`config.mk`:
```
export PLATFORM = sky130hd
export DESIGN_NAME = rgc_bank
export DESIGN_NICKNAME = d
export VERILOG_FILES = /design/src/core/rgc_pkg.sv /design/src/core/rgc_squelch_timer.sv /design/src/core/rgc_bank.sv
export VERILOG_INCLUDE_DIRS = /design/src /design/src/core
export SDC_FILE = /design/constraint.sdc
export NUM_CORES = 1
export LEC_CHECK = 0
export CORE_ASPECT_RATIO = 1.75
export CORE_MARGIN = 1.5
export CORE_UTILIZATION = 55
export CTS_BUF_LIST = sky130_fd_sc_hd__clkbuf_8
export CTS_CLUSTER_SIZE = 40
export DETAILED_ROUTE_END_ITERATION = 7
export DONT_BUFFER_PORTS = 1
export PLACE_DENSITY_LB_ADDON = 0.15
export SYNTH_ARGS = -nofsm -noshare
export SYNTH_HDL_FRONTEND = slang
export SYNTH_SLANG_ARGS = --single-unit
```
`constraint.sdc`:
```
create_clock -name core_clk -period 1.8 [get_ports core_clk]
set_clock_uncertainty 0.1 [all_clocks]
set_input_delay 0.18 -clock core_clk [delete_from_list [all_inputs] [get_ports core_clk]]
set_output_delay 0.18 -clock core_clk [all_outputs]
set_load 0.02 [all_outputs]
```
`src/core/rgc_defs.svh`:
```
// Register offsets, field positions, reset values and timing counts of the receiver gain bank
`ifndef RGC_DEFS_SVH
`define RGC_DEFS_SVH
`define RGC_OFS_DEMOD_AGC 8'h0c
`define RGC_OFS_FIRST_GAIN 8'h0d
`define RGC_OFS_LATER_GAIN 8'h0e
`define RGC_RST_DEMOD_AGC 8'h2c
`define RGC_RST_FIRST_GAIN 8'hd8
`define RGC_RST_LATER_GAIN 8'h00
`define RGC_BIT_DEMOD_MODE 7
`define RGC_BIT_AM_DET 6
`define RGC_BIT_SQ_DYN 5
`define RGC_BIT_SQ_RATIO 4
`define RGC_BIT_AGC_EN 3
`define RGC_BIT_AGC_SPAN 2
`define RGC_BIT_AGC_ALG 1
`define RGC_BIT_AGC_RATIO 0
`define RGC_POS_AM_FIRST 5
`define RGC_POS_PM_FIRST 2
`define RGC_BIT_LF_SEL 1
`define RGC_BIT_LF_SPLIT 0
`define RGC_POS_AM_LATER 4
`define RGC_POS_PM_LATER 0
`define RGC_LATER_MAX 4'ha
`define RGC_CLK_NS 40
`define RGC_SQ_DELAY_NS 18880
// Least time rounds up to whole cycles, both figures in ns
`define RGC_SQ_DELAY_CYC ((`RGC_SQ_DELAY_NS + `RGC_CLK_NS - 1) / `RGC_CLK_NS)
`define RGC_AGC_PULSES 8
`endif

```
`src/core/rgc_pkg.sv`:
```
// Types of the receiver gain configuration bank
package rgc_pkg;
  typedef struct packed {
    logic iq_demod;
    logic am_mixer;
    logic squelch_ratio_hi;
    logic agc_enable;
    logic agc_reset_alg;
    logic agc_ratio_six;
    logic [2:0] am_first_stage_gain;
    logic [2:0] pm_first_stage_gain;
    logic lf_input_select;
    logic lf_split_select;
  } rgc_cfg_type;
  typedef struct packed {
    logic [3:0] am_later_stage_gain;
    logic [3:0] pm_later_stage_gain;
  } rgc_later_type;
endpackage : rgc_pkg

```
`src/core/rgc_squelch_timer.sv`:
```
// Dynamic squelch window timer: opens after end of transmit, closes on mask timeout
`timescale 1ns/100ps
module rgc_squelch_timer #(
  parameter int DELAY_CYC = 1
) (
  input wire logic core_clk, // System clock
  input wire logic rst_n, // Synchronous reset, active low
  input wire logic enable, // Dynamic squelch enabled
  input wire logic tx_end, // One-cycle pulse at end of transmit
  input wire logic mask_timeout, // Mask receive timer hit squelch timeout
  output logic squelch_on // Squelch active
);
  typedef enum logic [1:0] {
    SQ_IDLE = 2'b00,
    SQ_WAIT = 2'b01,
    SQ_ON = 2'b10
  } rgc_sq_state_type;
  rgc_sq_state_type state_ff;
  logic [15:0] cnt_ff;
  always_ff @(posedge core_clk) begin
    if (!rst_n || !enable) begin
      state_ff <= SQ_IDLE;
      cnt_ff <= 16'h0000;
    end else begin
      unique case (state_ff)
        SQ_IDLE: begin
          if (tx_end) begin
            state_ff <= SQ_WAIT;
            cnt_ff <= 16'h0001;
          end
        end
        SQ_WAIT: begin
          if (cnt_ff >= 16'(DELAY_CYC)) begin
            state_ff <= SQ_ON; // RULE2
          end else begin
            cnt_ff <= cnt_ff + 16'h0001;
          end
        end
        SQ_ON: begin
          if (mask_timeout) begin
            state_ff <= SQ_IDLE; // RULE2
          end
        end
        default: state_ff <= SQ_IDLE;
      endcase
    end
  end
  assign squelch_on = (state_ff == SQ_ON);
  property p_sq_delay;
    @(posedge core_clk) disable iff (!rst_n)
    $rose(squelch_on) |-> $past(state_ff) == SQ_WAIT && cnt_ff == 16'(DELAY_CYC);
  endproperty
  a_sq_delay: assert property (p_sq_delay) else $error("squelch came on too early"); // RULE2
  property p_sq_off;
    @(posedge core_clk) disable iff (!rst_n)
    (squelch_on && mask_timeout) |=> !squelch_on;
  endproperty
  a_sq_off: assert property (p_sq_off) else $error("squelch not released on timeout"); // RULE2
  property p_sq_disabled;
    @(posedge core_clk) disable iff (!rst_n)
    !enable |=> !squelch_on;
  endproperty
  a_sq_disabled: assert property (p_sq_disabled) else $error("squelch on while disabled"); // RULE2
  c_sq_on: cover property (@(posedge core_clk) disable iff (!rst_n) $rose(squelch_on));
endmodule : rgc_squelch_timer

```
`src/core/rgc_bank.sv`:
```
// Receiver demodulator, squelch and gain configuration register bank
// Function
// RULE1: Bit 7 picks AM/PM or I/Q; bit 6 picks peak or mixer detector.
// RULE2: Dynamic squelch starts 18.88 us after transmit, ends on mask timeout.
// RULE3: Squelch ratio bit picks trigger at threshold or six-thirds of it.
// RULE4: Gain control enable bit, span bit picks eight pulses or whole receive.
// RULE5: Algorithm bit picks preset-based or reset-based gain control.
// RULE6: Ratio bit picks gain trigger at three or six times minimum.
// RULE7: AM first-stage gain field bits 7:5, resets to 6.
// RULE8: PM first-stage gain field bits 4:2, resets to 6, same codes.
// RULE9: Bit 1 routes receiver input as HF or LF.
// RULE10: Bit 0 picks differential LF or split inputs to AM and PM.
// RULE11: Later-stage gain register holds AM and PM 4-bit codes 0 to A.
// RULE12: Later-stage gain applies only on the reset-receive-gain command.
// RULE13: Software never writes codes B to F into later-stage fields.
`timescale 1ns/100ps
`include "rgc_defs.svh"
module rgc_bank #(
  parameter int AGC_PULSES = `RGC_AGC_PULSES
) (
  input wire logic core_clk, // System clock, 25 MHz
  input wire logic rst_n, // Synchronous reset, active low
  input wire logic reg_wr, // Register write strobe from host port
  input wire logic [7:0] reg_addr, // Register address
  input wire logic [7:0] reg_wdata, // Write data
  output logic [7:0] reg_rdata, // Read data of addressed register
  input wire logic reset_rx_gain, // Reset-receive-gain command pulse
  input wire logic tx_end, // End of transmit pulse
  input wire logic mask_timeout, // Mask timer reached squelch timeout
  input wire logic rx_active, // Receive period in progress
  input wire logic subcarrier_pulse, // One pulse per subcarrier pulse
  output rgc_pkg::rgc_cfg_type cfg, // Decoded configuration to analogue chain
  output rgc_pkg::rgc_later_type later_gain, // Applied later-stage gain codes
  output logic squelch_on, // Dynamic squelch active
  output logic agc_active // Gain control currently allowed to act
);
  logic [7:0] demod_agc_ff;
  logic [7:0] first_gain_ff;
  logic [7:0] later_gain_ff;
  rgc_pkg::rgc_later_type applied_ff;
  logic [3:0] pulse_cnt_ff;
  logic [3:0] nxt_pulse_cnt;

  function automatic logic [3:0] clip_code(input logic [3:0] code);
    clip_code = (code > `RGC_LATER_MAX) ? `RGC_LATER_MAX : code;
  endfunction : clip_code

  always_ff @(posedge core_clk) begin
    if (!rst_n) begin
      demod_agc_ff <= `RGC_RST_DEMOD_AGC;
    end else if (reg_wr && reg_addr == `RGC_OFS_DEMOD_AGC) begin
      demod_agc_ff <= reg_wdata; // RULE1
    end
  end

  always_ff @(posedge core_clk) begin
    if (!rst_n) begin
      first_gain_ff <= `RGC_RST_FIRST_GAIN; // RULE7 RULE8
    end else if (reg_wr && reg_addr == `RGC_OFS_FIRST_GAIN) begin
      first_gain_ff <= reg_wdata;
    end
  end

  always_ff @(posedge core_clk) begin
    if (!rst_n) begin
      later_gain_ff <= `RGC_RST_LATER_GAIN;
    end else if (reg_wr && reg_addr == `RGC_OFS_LATER_GAIN) begin
      later_gain_ff <= reg_wdata; // RULE11
    end
  end

  // Stored value reaches gain, squelch and strength logic only on command
  always_ff @(posedge core_clk) begin
    if (!rst_n) begin
      applied_ff <= '0;
    end else if (reset_rx_gain) begin
      applied_ff.am_later_stage_gain <= clip_code(later_gain_ff[`RGC_POS_AM_LATER +: 4]); // RULE12 RULE13
      applied_ff.pm_later_stage_gain <= clip_code(later_gain_ff[`RGC_POS_PM_LATER +: 4]); // RULE12 RULE13
    end
  end
  assign later_gain = applied_ff;

  always_comb begin
    unique case (reg_addr)
      `RGC_OFS_DEMOD_AGC: reg_rdata = demod_agc_ff;
      `RGC_OFS_FIRST_GAIN: reg_rdata = first_gain_ff;
      `RGC_OFS_LATER_GAIN: reg_rdata = later_gain_ff;
      default: reg_rdata = 8'h00;
    endcase
  end

  always_comb begin
    cfg.iq_demod = demod_agc_ff[`RGC_BIT_DEMOD_MODE]; // RULE1
    cfg.am_mixer = demod_agc_ff[`RGC_BIT_AM_DET]; // RULE1
    cfg.squelch_ratio_hi = demod_agc_ff[`RGC_BIT_SQ_RATIO]; // RULE3
    cfg.agc_enable = demod_agc_ff[`RGC_BIT_AGC_EN]; // RULE4
    cfg.agc_reset_alg = demod_agc_ff[`RGC_BIT_AGC_ALG]; // RULE5
    cfg.agc_ratio_six = demod_agc_ff[`RGC_BIT_AGC_RATIO]; // RULE6
    cfg.am_first_stage_gain = first_gain_ff[`RGC_POS_AM_FIRST +: 3]; // RULE7
    cfg.pm_first_stage_gain = first_gain_ff[`RGC_POS_PM_FIRST +: 3]; // RULE8
    cfg.lf_input_select = first_gain_ff[`RGC_BIT_LF_SEL]; // RULE9
    cfg.lf_split_select = first_gain_ff[`RGC_BIT_LF_SPLIT]; // RULE10
  end

  // Counts subcarrier pulses within a receive period for the short span
  always_comb begin
    nxt_pulse_cnt = pulse_cnt_ff;
    if (!rx_active) begin
      nxt_pulse_cnt = 4'h0;
    end else if (subcarrier_pulse && pulse_cnt_ff < 4'(AGC_PULSES)) begin
      nxt_pulse_cnt = pulse_cnt_ff + 4'h1;
    end
  end

  always_ff @(posedge core_clk) begin
    if (!rst_n) begin
      pulse_cnt_ff <= 4'h0;
    end else begin
      pulse_cnt_ff <= nxt_pulse_cnt;
    end
  end

  assign agc_active = demod_agc_ff[`RGC_BIT_AGC_EN] && rx_active &&
                      (demod_agc_ff[`RGC_BIT_AGC_SPAN] || pulse_cnt_ff < 4'(AGC_PULSES)); // RULE4

  rgc_squelch_timer #(
    .DELAY_CYC(`RGC_SQ_DELAY_CYC)
  ) u_squelch (
    .core_clk(core_clk),
    .rst_n(rst_n),
    .enable(demod_agc_ff[`RGC_BIT_SQ_DYN]), // RULE2
    .tx_end(tx_end),
    .mask_timeout(mask_timeout),
    .squelch_on(squelch_on)
  );

  property p_later_hold;
    @(posedge core_clk) disable iff (!rst_n)
    !reset_rx_gain |=> $stable(applied_ff);
  endproperty
  a_later_hold: assert property (p_later_hold) else $error("later gain changed without command"); // RULE12
  property p_later_load;
    @(posedge core_clk) disable iff (!rst_n)
    (reset_rx_gain && later_gain_ff[7:4] <= `RGC_LATER_MAX) |=>
      applied_ff.am_later_stage_gain == $past(later_gain_ff[7:4]);
  endproperty
  a_later_load: assert property (p_later_load) else $error("AM later gain not loaded"); // RULE12
  property p_later_range;
    @(posedge core_clk) disable iff (!rst_n)
    applied_ff.pm_later_stage_gain <= `RGC_LATER_MAX && applied_ff.am_later_stage_gain <= `RGC_LATER_MAX;
  endproperty
  a_later_range: assert property (p_later_range) else $error("applied later gain out of range"); // RULE11
  property p_agc_off;
    @(posedge core_clk) disable iff (!rst_n)
    !cfg.agc_enable |-> !agc_active;
  endproperty
  a_agc_off: assert property (p_agc_off) else $error("gain control active while disabled"); // RULE4
  property p_agc_short;
    @(posedge core_clk) disable iff (!rst_n)
    (!demod_agc_ff[`RGC_BIT_AGC_SPAN] && pulse_cnt_ff == 4'(AGC_PULSES)) |-> !agc_active;
  endproperty
  a_agc_short: assert property (p_agc_short) else $error("gain control beyond eight pulses"); // RULE4
  property p_first_field;
    @(posedge core_clk) disable iff (!rst_n)
    (reg_wr && reg_addr == `RGC_OFS_FIRST_GAIN) |=> cfg.am_first_stage_gain == $past(reg_wdata[7:5]) &&
      cfg.pm_first_stage_gain == $past(reg_wdata[4:2]) && cfg.lf_input_select == $past(reg_wdata[1]);
  endproperty
  a_first_field: assert property (p_first_field) else $error("first-stage fields misplaced"); // RULE7
  property p_demod_field;
    @(posedge core_clk) disable iff (!rst_n)
    (reg_wr && reg_addr == `RGC_OFS_DEMOD_AGC) |=> cfg.iq_demod == $past(reg_wdata[7]) &&
      cfg.am_mixer == $past(reg_wdata[6]) && cfg.agc_ratio_six == $past(reg_wdata[0]);
  endproperty
  a_demod_field: assert property (p_demod_field) else $error("demodulator fields misplaced"); // RULE1
  property p_split_field;
    @(posedge core_clk) disable iff (!rst_n)
    cfg.lf_split_select == first_gain_ff[0] && cfg.squelch_ratio_hi == demod_agc_ff[4] &&
      cfg.agc_reset_alg == demod_agc_ff[1];
  endproperty
  a_split_field: assert property (p_split_field) else $error("mode bits misrouted"); // RULE10
  property p_later_load_pm;
    @(posedge core_clk) disable iff (!rst_n)
    (reset_rx_gain && later_gain_ff[3:0] <= `RGC_LATER_MAX) |=> applied_ff.pm_later_stage_gain == $past(later_gain_ff[3:0]);
  endproperty
  a_later_load_pm: assert property (p_later_load_pm) else $error("PM later gain not loaded"); // RULE12
  property p_later_clip;
    @(posedge core_clk) disable iff (!rst_n)
    (reset_rx_gain && later_gain_ff[7:4] > `RGC_LATER_MAX) |=> applied_ff.am_later_stage_gain == `RGC_LATER_MAX;
  endproperty
  a_later_clip: assert property (p_later_clip) else $error("unused later gain code not clipped"); // RULE11
  property p_later_store;
    @(posedge core_clk) disable iff (!rst_n)
    (reg_wr && reg_addr == `RGC_OFS_LATER_GAIN) |=> later_gain_ff == $past(reg_wdata);
  endproperty
  a_later_store: assert property (p_later_store) else $error("later gain register not written"); // RULE11
  property p_ratio_field;
    @(posedge core_clk) disable iff (!rst_n)
    (reg_wr && reg_addr == `RGC_OFS_DEMOD_AGC) |=> cfg.squelch_ratio_hi == $past(reg_wdata[4]) &&
      cfg.agc_reset_alg == $past(reg_wdata[1]);
  endproperty
  a_ratio_field: assert property (p_ratio_field) else $error("ratio or algorithm bit misplaced"); // RULE3
  property p_agc_en_field;
    @(posedge core_clk) disable iff (!rst_n)
    (reg_wr && reg_addr == `RGC_OFS_DEMOD_AGC) |=> cfg.agc_enable == $past(reg_wdata[3]);
  endproperty
  a_agc_en_field: assert property (p_agc_en_field) else $error("gain control enable misplaced"); // RULE4
  property p_pulse_clear;
    @(posedge core_clk) disable iff (!rst_n)
    !rx_active |=> pulse_cnt_ff == 4'h0;
  endproperty
  a_pulse_clear: assert property (p_pulse_clear) else $error("pulse count kept outside receive"); // RULE4
  property p_pulse_cap;
    @(posedge core_clk) disable iff (!rst_n)
    pulse_cnt_ff <= 4'(AGC_PULSES);
  endproperty
  a_pulse_cap: assert property (p_pulse_cap) else $error("pulse count beyond limit"); // RULE4
  property p_agc_full;
    @(posedge core_clk) disable iff (!rst_n)
    (cfg.agc_enable && rx_active && demod_agc_ff[2]) |-> agc_active;
  endproperty
  a_agc_full: assert property (p_agc_full) else $error("gain control idle in whole-period span"); // RULE4
  property p_lf_split_wr;
    @(posedge core_clk) disable iff (!rst_n)
    (reg_wr && reg_addr == `RGC_OFS_FIRST_GAIN) |=> cfg.lf_split_select == $past(reg_wdata[0]);
  endproperty
  a_lf_split_wr: assert property (p_lf_split_wr) else $error("split select misplaced"); // RULE10
  c_load: cover property (@(posedge core_clk) disable iff (!rst_n) reset_rx_gain ##1 applied_ff != '0);
  c_short_span: cover property (@(posedge core_clk) disable iff (!rst_n)
    !demod_agc_ff[2] && pulse_cnt_ff == 4'(AGC_PULSES));
  c_iq: cover property (@(posedge core_clk) disable iff (!rst_n) cfg.iq_demod && cfg.am_mixer);
endmodule : rgc_bank

```
==> results_dict.tcl <==
set metrics [dict create \
    routed_wl_mm 5.51 \
    diodes 0 \
    min_period_over_period_pct 98.6 \
    async_flop_share_pct 0 \
    ys_types 41 \
    synthMuxAreaShare_pct 14.2 \
    worst_slew_pin_slew_ps 579 \
    grt_pass1_vias 2004 \
    num_vias 1928 \
    synth_edf_count 0 \
    synth-seq-area-share_pct 43.9 \
    fmax_mhz 563 \
    period_minus_slack_ps 1770 \
    drt-wirelength-per-cell_um 16.0 \
    port_buffers 0 \
    clkSinkCount 54 \
    ant_nets 0 \
    finalMaxSlewViolations 0 \
    cts_buffers 5 \
    clk_latency_ps 300 \
    rows 32 \
    synth_simple_gate_area_share_pct 24.6 \
    initial_core_util_pct 56.5 \
    ir_drop_uv 724 \
    synth-compound-area-share_pct 10.5 \
    stdcell_area_mm2 0.00295 \
    synth_area_mm2 0.00246 \
    synthAdderAreaFrac_pct 1.52 \
    die_x_um 53.6 \
    maxSlewHeadroom_pct 61.3 \
    ys.flop_type "dfxtp_1" \
    avgSynthCellArea_um2 9.41 \
    yosysWarnings 0 \
    p_leak_nw 1.34 \
    die_h_um 91.6 \
    core_area_mm2 0.00436 \
    tritoncts "yes" \
    max_cap_violations 0 \
    status "finished, final reports clean" \
    drt-initial-drc-count 37 \
    syn_nets 289 \
    rsz0062_at_grt "yes" \
    routed_via_density 5.60 \
    yosys.area_share.xor_xnor_pct 0.711 \
    cts_buffer_depth 2 \
    io_pins 56 \
    cp.arrival_ps 1870 \
    fin_nets 319 \
    layout-drive-gt1-share_pct 8.19 \
    routabilityCongestion 0.704 \
    hold_viol_final 0 \
    track_usage_pct 25.2 \
    critPathLaunchType "primary input" \
    end_kind "flip-flop" \
    antenna_found_initial 0 \
    critPathMaxFanout 8 \
    grt_overflow_total 0 \
    path_class "in -> reg" \
    dieArea_mm2 0.00491 \
    cts-root-buf "clkbuf_8" \
    synth_top_family_by_area "simple AND/OR/NAND/NOR gates" \
    clk_pin_slew_ps 90 \
    post_cts_buffers 0 \
    setup_slack_ps 25.2 \
    synth_seq_cells 54 \
    finalSetupViolCount 0 \
    min_path_type "in -> reg" \
    dpl_cell_area_mm2 0.00246 \
    dp_hpwl_mm 3.67 \
    p_per_area_mw_per_mm2 701 \
    drc 0 \
    finalSetupTns_ps 0 \
    firstDrtPassIters 4 \
    critPathRequiredTime_ps 1900 \
    grt_pass1_wl_mm 9.17 \
    grt_max_degree 33 \
    pre_cts_slack_ps 125 \
    n_fill_cell 362 \
    syn_to_final_growth_pct 19.6 \
    h-tree-depth 2 \
    synth_cells 262 \
]
[registers in the layout (all words and copies together), names as in the netlist]
name,cells
demod_agc_ff,8
first_gain_ff,8
later_gain,8
later_gain_ff,8
pulse_cnt_ff,4
u_squelch.cnt_ff,16
u_squelch.state_ff,2
[synth_stat cells (all sizes together) (7+ instances only)]
| cell type | count | area share, % |
|---|---|---|
| dfxtp | 54 | 44 |
| mux2i | 35 | 14 |
| nor2 | 28 | 4.3 |
| nor2b | 23 | 5.8 |
| nand2 | 20 | 3.1 |
| a21oi | 16 | 3.2 |
| and2 | 9 | 2.3 |
| buf | 9 | 2.5 |
| clkbuf | 7 | 1.1 |
| inv | 7 | 1.1 |
[per-layer routing]
metal	GRT usage [%]	share of wire [%]	vias to the layer above
met3	5.26	4.2	6
met4	10.5	1.9	0
met2	45.2	56	50
met5	0	0	-
li1	-	-	967
met1	26.9	38	905
[logic make-up (layout without fill, tap and decap cells)]
group / after synthesis / after routing
compound gates: 39 / 39
xor+xnor: 2 / 2
fa+ha+maj: 3 / 3
buf+inv: 23 / 54
flops: 54 / 54
mux: 35 / 35
simple gates: 106 / 106
[cells in the final DEF, fill, tap and decap left out, types with 2 or more instances in the layout]
master         synthesis  layout
nor2_1                28      27
nor2b_1               23      23
nand3_1                5       5
inv_1                  7       7
dlygate4sd3_1          0      35
nand4_1                2       2
a21oi_1               16      15
nand2_1               19      19
or4_1                  5       5
buf_4                  7       3
o22ai_1                2       2
nand2b_1               2       2
a41oi_1                2       2
clkbuf_8               0       7
ha_1                   3       3
o211ai_1               4       4
a211oi_1               2       2
mux2i_1               35      35
o31ai_1                2       2
dfxtp_1               54      54
and2_1                 8       8
a21boi_0               2       2
o21ai_0                5       5
nand4_2                3       3
[power by group]
part	internal (mW)	leakage, nW	switching, mW
logic	0.0534	0.853	0.0585
registers	1.20	0.436	0.0114
clock network	0.353	0.0544	0.385
[repair_timing]
action / CTS / global route
hold endpoints to repair: 40 / 0
setup endpoints to repair: 0 / 21
hold buffers: 36 / 0
gates resized for setup: 0 / 4
[cell type report]
type / count / area [µm²] / area share [%]
Tap cell: 51 / 63.8 / 2.16
Clock inverter: 1 / 8.76 / 0.297
Inverter: 7 / 26.3 / 0.891
Clock buffer: 7 / 96.3 / 3.27
Multi-Input combinational cell: 185 / 1290 / 43.6
Sequential cell: 54 / 1080 / 36.7
Timing Repair Buffer: 39 / 385 / 13.1
[critical path: stages]
cell and delay [ps]:
nor2_1 300, nand4_2 450, mux2i_1 320, nor2b_1 70, dlygate4sd3_1 550
[per-stage QoR]
stage               power, mW  hold slack [ps]  std cells  util [%]
floorplan                1.34              205        262         -
finish                   2.07             20.6        344      67.5
detailed placement       1.34              149        300      56.4
CTS                      2.08             23.0        344      67.1
global placement         1.34              146        300      56.4
global route             2.14             27.8        344      67.5
[path summary, 6_finish.rpt]
path	cells past startpoint	slack (ps)	to	startpoint
worst min-delay path	3	20	u_squelch.state_ff[1]	mask_timeout
worst max register to register	4	90	u_squelch.cnt_ff[7]	u_squelch.cnt_ff[15]
worst max-delay path	5	30	demod_agc_ff[0]	reg_addr[5]
worst min register to register	1	410	u_squelch.cnt_ff[11]	u_squelch.cnt_ff[11]
Power figures use the tool's default switching activity.
